===== config.mk =====
export PLATFORM = sky130hd
export DESIGN_NAME = eipb_top
export DESIGN_NICKNAME = d
export VERILOG_FILES = /design/src/rtl/eipb_pkg.sv /design/src/rtl/eipb_prio_reg.sv /design/src/rtl/eipb_top.sv
export SDC_FILE = /design/constraint.sdc
export NUM_CORES = 1
export LEC_CHECK = 0
export BUFFER_PORTS_ARGS = -buffer_cell sky130_fd_sc_hd__buf_4
export CORE_MARGIN = 2
export CORE_UTILIZATION = 44
export CTS_CLUSTER_DIAMETER = 100
export CTS_CLUSTER_SIZE = 20
export DETAILED_ROUTE_END_ITERATION = 16
export HOLD_SLACK_MARGIN = 0.08
export PLACE_DENSITY = 0.89
export SLEW_MARGIN = 10
export SYNTH_ARGS = -nofsm -noshare
export SYNTH_HDL_FRONTEND = slang
export SYNTH_HIERARCHICAL = 1
export SYNTH_SLANG_ARGS = --single-unit

===== constraint.sdc =====
create_clock -name mclk_in -period 1.8 [get_ports mclk_in]
set_clock_uncertainty 0.05 [all_clocks]
set_input_delay 0.36 -clock mclk_in [delete_from_list [all_inputs] [get_ports mclk_in]]
set_output_delay 0.36 -clock mclk_in [all_outputs]
set_load 0.005 [all_outputs]

===== src/rtl/eipb_pkg.sv =====
// constants for the extended interrupt priority bank
package eipb_pkg;
    // register map: 0xF6 is the register index; each register owns one aligned word,
    // so its byte address is four times the index and its bits sit in lane 0
    localparam logic [7:0] EIPB_IDX_PRIO1 = 8'hF6;
    localparam logic [9:0] EIPB_ADDR_PRIO1 = {EIPB_IDX_PRIO1, 2'h0};
    localparam logic [7:0] EIPB_PRIO1_RESET = 8'h00;
    // writable bits; bit 1 is reserved and reads zero
    localparam logic [7:0] EIPB_PRIO1_WMASK = 8'hFD;
    // field positions
    localparam int EIPB_BIT_TIMER3 = 7;
    localparam int EIPB_BIT_CMP1 = 6;
    localparam int EIPB_BIT_CMP0 = 5;
    localparam int EIPB_BIT_PCA = 4;
    localparam int EIPB_BIT_CONV = 3;
    localparam int EIPB_BIT_WIN = 2;
    localparam int EIPB_BIT_SMB = 0;
    // AXI responses
    localparam logic [1:0] EIPB_RESP_OKAY = 2'h0;
    localparam logic [1:0] EIPB_RESP_SLVERR = 2'h2;
endpackage


===== src/rtl/eipb_prio_reg.sv =====
// the 8-bit priority select register with byte-lane write
`timescale 1ns/100ps
module eipb_prio_reg (
    // clock and reset
    input wire logic mclk_in,
    input wire logic rst_n_in,
    // write port
    input wire logic wr_en_in,
    input wire logic [7:0] wr_data_in,
    // stored value
    output logic [7:0] value_out
);
    always_ff @(posedge mclk_in or negedge rst_n_in) begin
        if (!rst_n_in) begin
            value_out <= eipb_pkg::EIPB_PRIO1_RESET;
        end else if (wr_en_in) begin
            // reserved bit is never stored so it always reads zero
            value_out <= wr_data_in & eipb_pkg::EIPB_PRIO1_WMASK; // RQ6
        end
    end
endmodule


===== src/rtl/eipb_top.sv =====
// AXI4-Lite slave holding the extended interrupt priority register
// What this block does
// RQ1: bit 7 sets timer 3 interrupt priority, 0 low, 1 high.
// RQ2: bit 5 sets comparator 0 interrupt priority, 0 low, 1 high.
// RQ3: bit 4 sets counter array interrupt priority, 0 low, 1 high.
// RQ4: bit 3 sets ADC conversion-complete interrupt priority, 0 low, 1 high.
// RQ5: bit 2 sets ADC window-compare interrupt priority, 0 low, 1 high.
// RQ6: bit 6 comparator 1, bit 0 SMBus priority; bit 1 reserved.
`timescale 1ns/100ps
module eipb_top (
    // clock and reset
    input wire logic mclk_in,
    input wire logic rst_n_in,
    // AXI4-Lite write address
    input wire logic [9:0] s_axi_awaddr_in,
    input wire logic s_axi_awvalid_in,
    output logic s_axi_awready_out,
    // AXI4-Lite write data
    input wire logic [31:0] s_axi_wdata_in,
    input wire logic [3:0] s_axi_wstrb_in,
    input wire logic s_axi_wvalid_in,
    output logic s_axi_wready_out,
    // AXI4-Lite write response
    output logic [1:0] s_axi_bresp_out,
    output logic s_axi_bvalid_out,
    input wire logic s_axi_bready_in,
    // AXI4-Lite read address
    input wire logic [9:0] s_axi_araddr_in,
    input wire logic s_axi_arvalid_in,
    output logic s_axi_arready_out,
    // AXI4-Lite read data
    output logic [31:0] s_axi_rdata_out,
    output logic [1:0] s_axi_rresp_out,
    output logic s_axi_rvalid_out,
    input wire logic s_axi_rready_in,
    // per-source priority levels to the core arbiter, 1 = high
    output logic timer3_prio_sel_out,
    output logic comparator1_prio_sel_out,
    output logic comparator0_prio_sel_out,
    output logic counter_array_prio_sel_out,
    output logic conv_done_prio_sel_out,
    output logic window_cmp_prio_sel_out,
    output logic smbus_prio_sel_out
);
    logic [9:0] aw_addr_reg;
    logic aw_held_reg;
    logic [7:0] w_data_reg;
    logic w_lane0_reg;
    logic w_held_reg;
    logic [7:0] prio_value;
    logic reg_wr_en;
    logic wr_hit;

    // the register owns one aligned word; address bits [1:0] are not decoded
    function automatic logic addr_hit(input logic [9:0] addr);
        addr_hit = (addr[9:2] == eipb_pkg::EIPB_ADDR_PRIO1[9:2]);
    endfunction

    // address and data are taken independently, one write in flight
    always_ff @(posedge mclk_in or negedge rst_n_in) begin
        if (!rst_n_in) begin
            aw_held_reg <= 1'b0;
            aw_addr_reg <= 10'h000;
        end else if (s_axi_awvalid_in && s_axi_awready_out) begin
            aw_held_reg <= 1'b1;
            aw_addr_reg <= s_axi_awaddr_in;
        end else if (reg_wr_en || (aw_held_reg && w_held_reg)) begin
            aw_held_reg <= 1'b0;
        end
    end

    always_ff @(posedge mclk_in or negedge rst_n_in) begin
        if (!rst_n_in) begin
            w_held_reg <= 1'b0;
            w_data_reg <= 8'h00;
            w_lane0_reg <= 1'b0;
        end else if (s_axi_wvalid_in && s_axi_wready_out) begin
            w_held_reg <= 1'b1;
            w_data_reg <= s_axi_wdata_in[7:0];
            w_lane0_reg <= s_axi_wstrb_in[0];
        end else if (aw_held_reg && w_held_reg) begin
            w_held_reg <= 1'b0;
        end
    end

    // ready is registered low while an item is held or a response is pending,
    // and for one cycle after each handshake so a still-held valid is not taken twice
    always_ff @(posedge mclk_in or negedge rst_n_in) begin
        if (!rst_n_in) begin
            s_axi_awready_out <= 1'b0;
        end else begin
            s_axi_awready_out <= !aw_held_reg && !s_axi_bvalid_out
                && !(s_axi_awvalid_in && s_axi_awready_out);
        end
    end

    always_ff @(posedge mclk_in or negedge rst_n_in) begin
        if (!rst_n_in) begin
            s_axi_wready_out <= 1'b0;
        end else begin
            s_axi_wready_out <= !w_held_reg && !s_axi_bvalid_out
                && !(s_axi_wvalid_in && s_axi_wready_out);
        end
    end

    assign wr_hit = addr_hit(aw_addr_reg);
    assign reg_wr_en = aw_held_reg && w_held_reg && wr_hit && w_lane0_reg;

    // response rises once both halves are held; the register is written at that same edge
    always_ff @(posedge mclk_in or negedge rst_n_in) begin
        if (!rst_n_in) begin
            s_axi_bvalid_out <= 1'b0;
        end else if (aw_held_reg && w_held_reg) begin
            s_axi_bvalid_out <= 1'b1;
        end else if (s_axi_bready_in) begin
            s_axi_bvalid_out <= 1'b0;
        end
    end

    // an unmapped word is refused with an error and leaves the register untouched
    always_ff @(posedge mclk_in or negedge rst_n_in) begin
        if (!rst_n_in) begin
            s_axi_bresp_out <= eipb_pkg::EIPB_RESP_OKAY;
        end else if (aw_held_reg && w_held_reg) begin
            s_axi_bresp_out <= wr_hit ? eipb_pkg::EIPB_RESP_OKAY : eipb_pkg::EIPB_RESP_SLVERR;
        end
    end

    eipb_prio_reg u_prio (
        .mclk_in(mclk_in),
        .rst_n_in(rst_n_in),
        .wr_en_in(reg_wr_en),
        .wr_data_in(w_data_reg),
        .value_out(prio_value)
    );

    // read channel: one cycle from address taken to data valid
    always_ff @(posedge mclk_in or negedge rst_n_in) begin
        if (!rst_n_in) begin
            s_axi_arready_out <= 1'b0;
        end else begin
            s_axi_arready_out <= !s_axi_rvalid_out && !(s_axi_arvalid_in && s_axi_arready_out);
        end
    end

    always_ff @(posedge mclk_in or negedge rst_n_in) begin
        if (!rst_n_in) begin
            s_axi_rvalid_out <= 1'b0;
        end else if (s_axi_arvalid_in && s_axi_arready_out) begin
            s_axi_rvalid_out <= 1'b1;
        end else if (s_axi_rready_in) begin
            s_axi_rvalid_out <= 1'b0;
        end
    end

    // data and response are captured at the address handshake and stand until rready
    always_ff @(posedge mclk_in or negedge rst_n_in) begin
        if (!rst_n_in) begin
            s_axi_rdata_out <= 32'h00000000;
            s_axi_rresp_out <= eipb_pkg::EIPB_RESP_OKAY;
        end else if (s_axi_arvalid_in && s_axi_arready_out) begin
            if (addr_hit(s_axi_araddr_in)) begin
                s_axi_rdata_out <= {24'h000000, prio_value};
                s_axi_rresp_out <= eipb_pkg::EIPB_RESP_OKAY;
            end else begin
                s_axi_rdata_out <= 32'h00000000;
                s_axi_rresp_out <= eipb_pkg::EIPB_RESP_SLVERR;
            end
        end
    end

    // outputs registered so they change one cycle after the register;
    // the arbiter sees a clean level with no decode glitch from the bus side
    always_ff @(posedge mclk_in or negedge rst_n_in) begin
        if (!rst_n_in) begin
            timer3_prio_sel_out <= eipb_pkg::EIPB_PRIO1_RESET[eipb_pkg::EIPB_BIT_TIMER3];
        end else begin
            timer3_prio_sel_out <= prio_value[eipb_pkg::EIPB_BIT_TIMER3]; // RQ1
        end
    end

    always_ff @(posedge mclk_in or negedge rst_n_in) begin
        if (!rst_n_in) begin
            comparator1_prio_sel_out <= eipb_pkg::EIPB_PRIO1_RESET[eipb_pkg::EIPB_BIT_CMP1];
        end else begin
            comparator1_prio_sel_out <= prio_value[eipb_pkg::EIPB_BIT_CMP1]; // RQ6
        end
    end

    always_ff @(posedge mclk_in or negedge rst_n_in) begin
        if (!rst_n_in) begin
            comparator0_prio_sel_out <= eipb_pkg::EIPB_PRIO1_RESET[eipb_pkg::EIPB_BIT_CMP0];
        end else begin
            comparator0_prio_sel_out <= prio_value[eipb_pkg::EIPB_BIT_CMP0]; // RQ2
        end
    end

    always_ff @(posedge mclk_in or negedge rst_n_in) begin
        if (!rst_n_in) begin
            counter_array_prio_sel_out <= eipb_pkg::EIPB_PRIO1_RESET[eipb_pkg::EIPB_BIT_PCA];
        end else begin
            counter_array_prio_sel_out <= prio_value[eipb_pkg::EIPB_BIT_PCA]; // RQ3
        end
    end

    always_ff @(posedge mclk_in or negedge rst_n_in) begin
        if (!rst_n_in) begin
            conv_done_prio_sel_out <= eipb_pkg::EIPB_PRIO1_RESET[eipb_pkg::EIPB_BIT_CONV];
        end else begin
            conv_done_prio_sel_out <= prio_value[eipb_pkg::EIPB_BIT_CONV]; // RQ4
        end
    end

    always_ff @(posedge mclk_in or negedge rst_n_in) begin
        if (!rst_n_in) begin
            window_cmp_prio_sel_out <= eipb_pkg::EIPB_PRIO1_RESET[eipb_pkg::EIPB_BIT_WIN];
        end else begin
            window_cmp_prio_sel_out <= prio_value[eipb_pkg::EIPB_BIT_WIN]; // RQ5
        end
    end

    always_ff @(posedge mclk_in or negedge rst_n_in) begin
        if (!rst_n_in) begin
            smbus_prio_sel_out <= eipb_pkg::EIPB_PRIO1_RESET[eipb_pkg::EIPB_BIT_SMB];
        end else begin
            smbus_prio_sel_out <= prio_value[eipb_pkg::EIPB_BIT_SMB]; // RQ6
        end
    end
endmodule


==> results.yml <==
sta:
  fin_crit_ps: 1540
  worst_pin_slew_ps: 566
  setup_ws_ps: 259
  max_freq_mhz: 649
  rsz0062_at_grt: "no"
  finalHoldViolCount: 0
  post-route-period-util: 0.856
  slew_viol_final: 0
  final-setup-viol-count: 0
  maxSlewHeadroom: 0.622
  whs_ps: 188
  tns_ps: 0
setup_path:
  rr_startpoint: "aw_addr_reg[2]$_DFFE_PN0P_"
  required_ps: 1930
  path_max_fanout: 7
  crit_path_top_delay_cell: "dfrtp_1"
  cp-start-kind: "flip-flop"
  crit_end: "u_prio/value_out[4]$_DFFE_PN0P_"
  startpoint: "aw_addr_reg[2]$_DFFE_PN0P_"
  path_cells: "nand4b_1, nor4_2, buf_4, mux2_4"
  arrival_ps: 1680
  rrSetupSlack_ps: 260
  end_kind: "flip-flop"
  worstReg2RegEnd: "u_prio/value_out[4]$_DFFE_PN0P_"
  worstRegToRegCells: 4
  worstSetupPathType: "flip-flop to flip-flop"
  critical-path-max-stage-delay_ps: 370
clocking:
  cts-root-buf: "clkbuf_8"
  htree_levels: 2
  numCtsBuffers: 5
  clk_latency_ps: 290
  tritoncts: "done"
  cts_buffer_depth: 2
  cts.sink_count: 47
  post_cts_resized: 0
  clk_pin_slew_ps: 80
power:
  power_frac_seq: 0.548
  clkPwrFrac: 0.229
  power_density_mw_per_mm2: 1120
  p_sw_frac: 0.262
  max-vdd-ir-drop_uv: 678
  p_comb_frac: 0.223
  switchingPower_w: 0.000712
  leakagePower_nw: 1.28
  p_int_w: 0.00201
global_route:
  grt_pass1_vias: 1191
  antenna_found_initial: 0
  grt_pass1_wl_um: 5180
  grt_overflow: 0
  gr-usage-all-layers: 0.129
  grt_max_degree: 48
die:
  dieHeight_um: 72.1
  core_mm2: 0.00441
  num_io_pins: 111
  initial_core_util: 0.462
  rows: 24
  die_x_um: 72.1
  dieArea_mm2: 0.00519
place:
  dp_slack_ps: 243
  hpwlAfterDp_um: 2470
  io_buffers: 52
  place_congestion: 0.774
  placed_area_mm2: 0.00234
cells_and_area:
  multi_input_area_um2: 681
  most-common-layout-cells: "buf_4, dfrtp_1, conb_1"
  drive_gt1_frac: 0.425
  fin_nets: 263
  postLayoutCoreUtil: 0.552
  final_common_cell: "buf_4"
  fillers: 393
  seqCellArea_mm2: 0.00118
  diodes: 0
  area_growth_pct: 19.5
  stdcell_area_mm2: 0.00244
drt:
  wl_per_cell_um: 13.3
  first_pass_iters: 4
  drt-initial-drc-count: 64
  detail-route-antenna-nets: 0
  post-route-drc-count: 0
  avgViaCountPerCell: 4.77
  wirelength_um: 3340
  routed-via-count: 1201
logic_synthesis:
  netlist_instances: 147
  ys_warn_count: 6
  netlist_area_mm2: 0.00204
  synth.avg_cell_area_um2: 13.9
min_path:
  hp-class: "input pin to flip-flop"
outcome:
  outcome: "completed"
run:
  drv_cap: 0
## stage by stage
stage          power, W  cells
2_1_floorplan   0.00194    172
3_3_place_gp    0.00209    244
3_5_place_dp    0.00213    244
4_1_cts         0.00276    252
5_1_grt         0.00288    252
6_report        0.00272    252
## layer usage
layer,up-vias,share of wire,GRT usage
met2,56,0.49,0.212
met1,574,0.40,0.151
met5,-,0,0
met3,5,0.096,0.0542
li1,566,-,-
met4,0,0.011,0.0440
## area by class of cell
cell class / instances / share of cell area
flip-flops and latches: 47 / 0.483
multi-input cells: 87 / 0.279
repair buffers: 54 / 0.167
clock buffers: 6 / 0.0339
well taps: 52 / 0.0267
inverters: 5 / 0.00770
clock inverters: 1 / 0.00205
## what timing repair did
item,CTS,global route
setup endpoints to repair,0,0
hold endpoints to repair,47,0
setup buffers,0,0
hold buffers,1,0
## worst max-delay path, delay by kind of cell (launching register included)
family / cells / cell delay, ps
flops: 1 / 370
simple gates: 2 / 460
mux: 1 / 310
buf+inv: 1 / 230
## how the worst min path moves through the flow
stage | start | cells past startpoint | slack, ps | endpoint
2_1_floorplan | rst_n_in | 0 | 10 | aw_addr_reg[2]$_DFFE_PN0P_
3_3_place_gp | u_prio/value_out[3]$_DFFE_PN0P_ | 0 | 330 | conv_done_prio_sel_out$_DFF_PN0_
3_5_place_dp | u_prio/value_out[3]$_DFFE_PN0P_ | 0 | 340 | conv_done_prio_sel_out$_DFF_PN0_
4_1_cts | s_axi_rready_in | 2 | 180 | s_axi_rvalid_out$_DFFE_PN0P_
5_1_grt | s_axi_rready_in | 2 | 180 | s_axi_rvalid_out$_DFFE_PN0P_
6_report | s_axi_rready_in | 2 | 190 | s_axi_rvalid_out$_DFFE_PN0P_
## power by group through the flow
stage	Combinational, W	Sequential [W]	Clock, W
finish	0.000607	0.00149	0.000622
global route	0.000672	0.00153	0.000683
global placement	0.000593	0.00150	0
detailed placement	0.000617	0.00151	0
floorplan	0.000483	0.00146	0
CTS	0.000617	0.00150	0.000644
No activity file was read; power rests on OpenSTA's default activity.
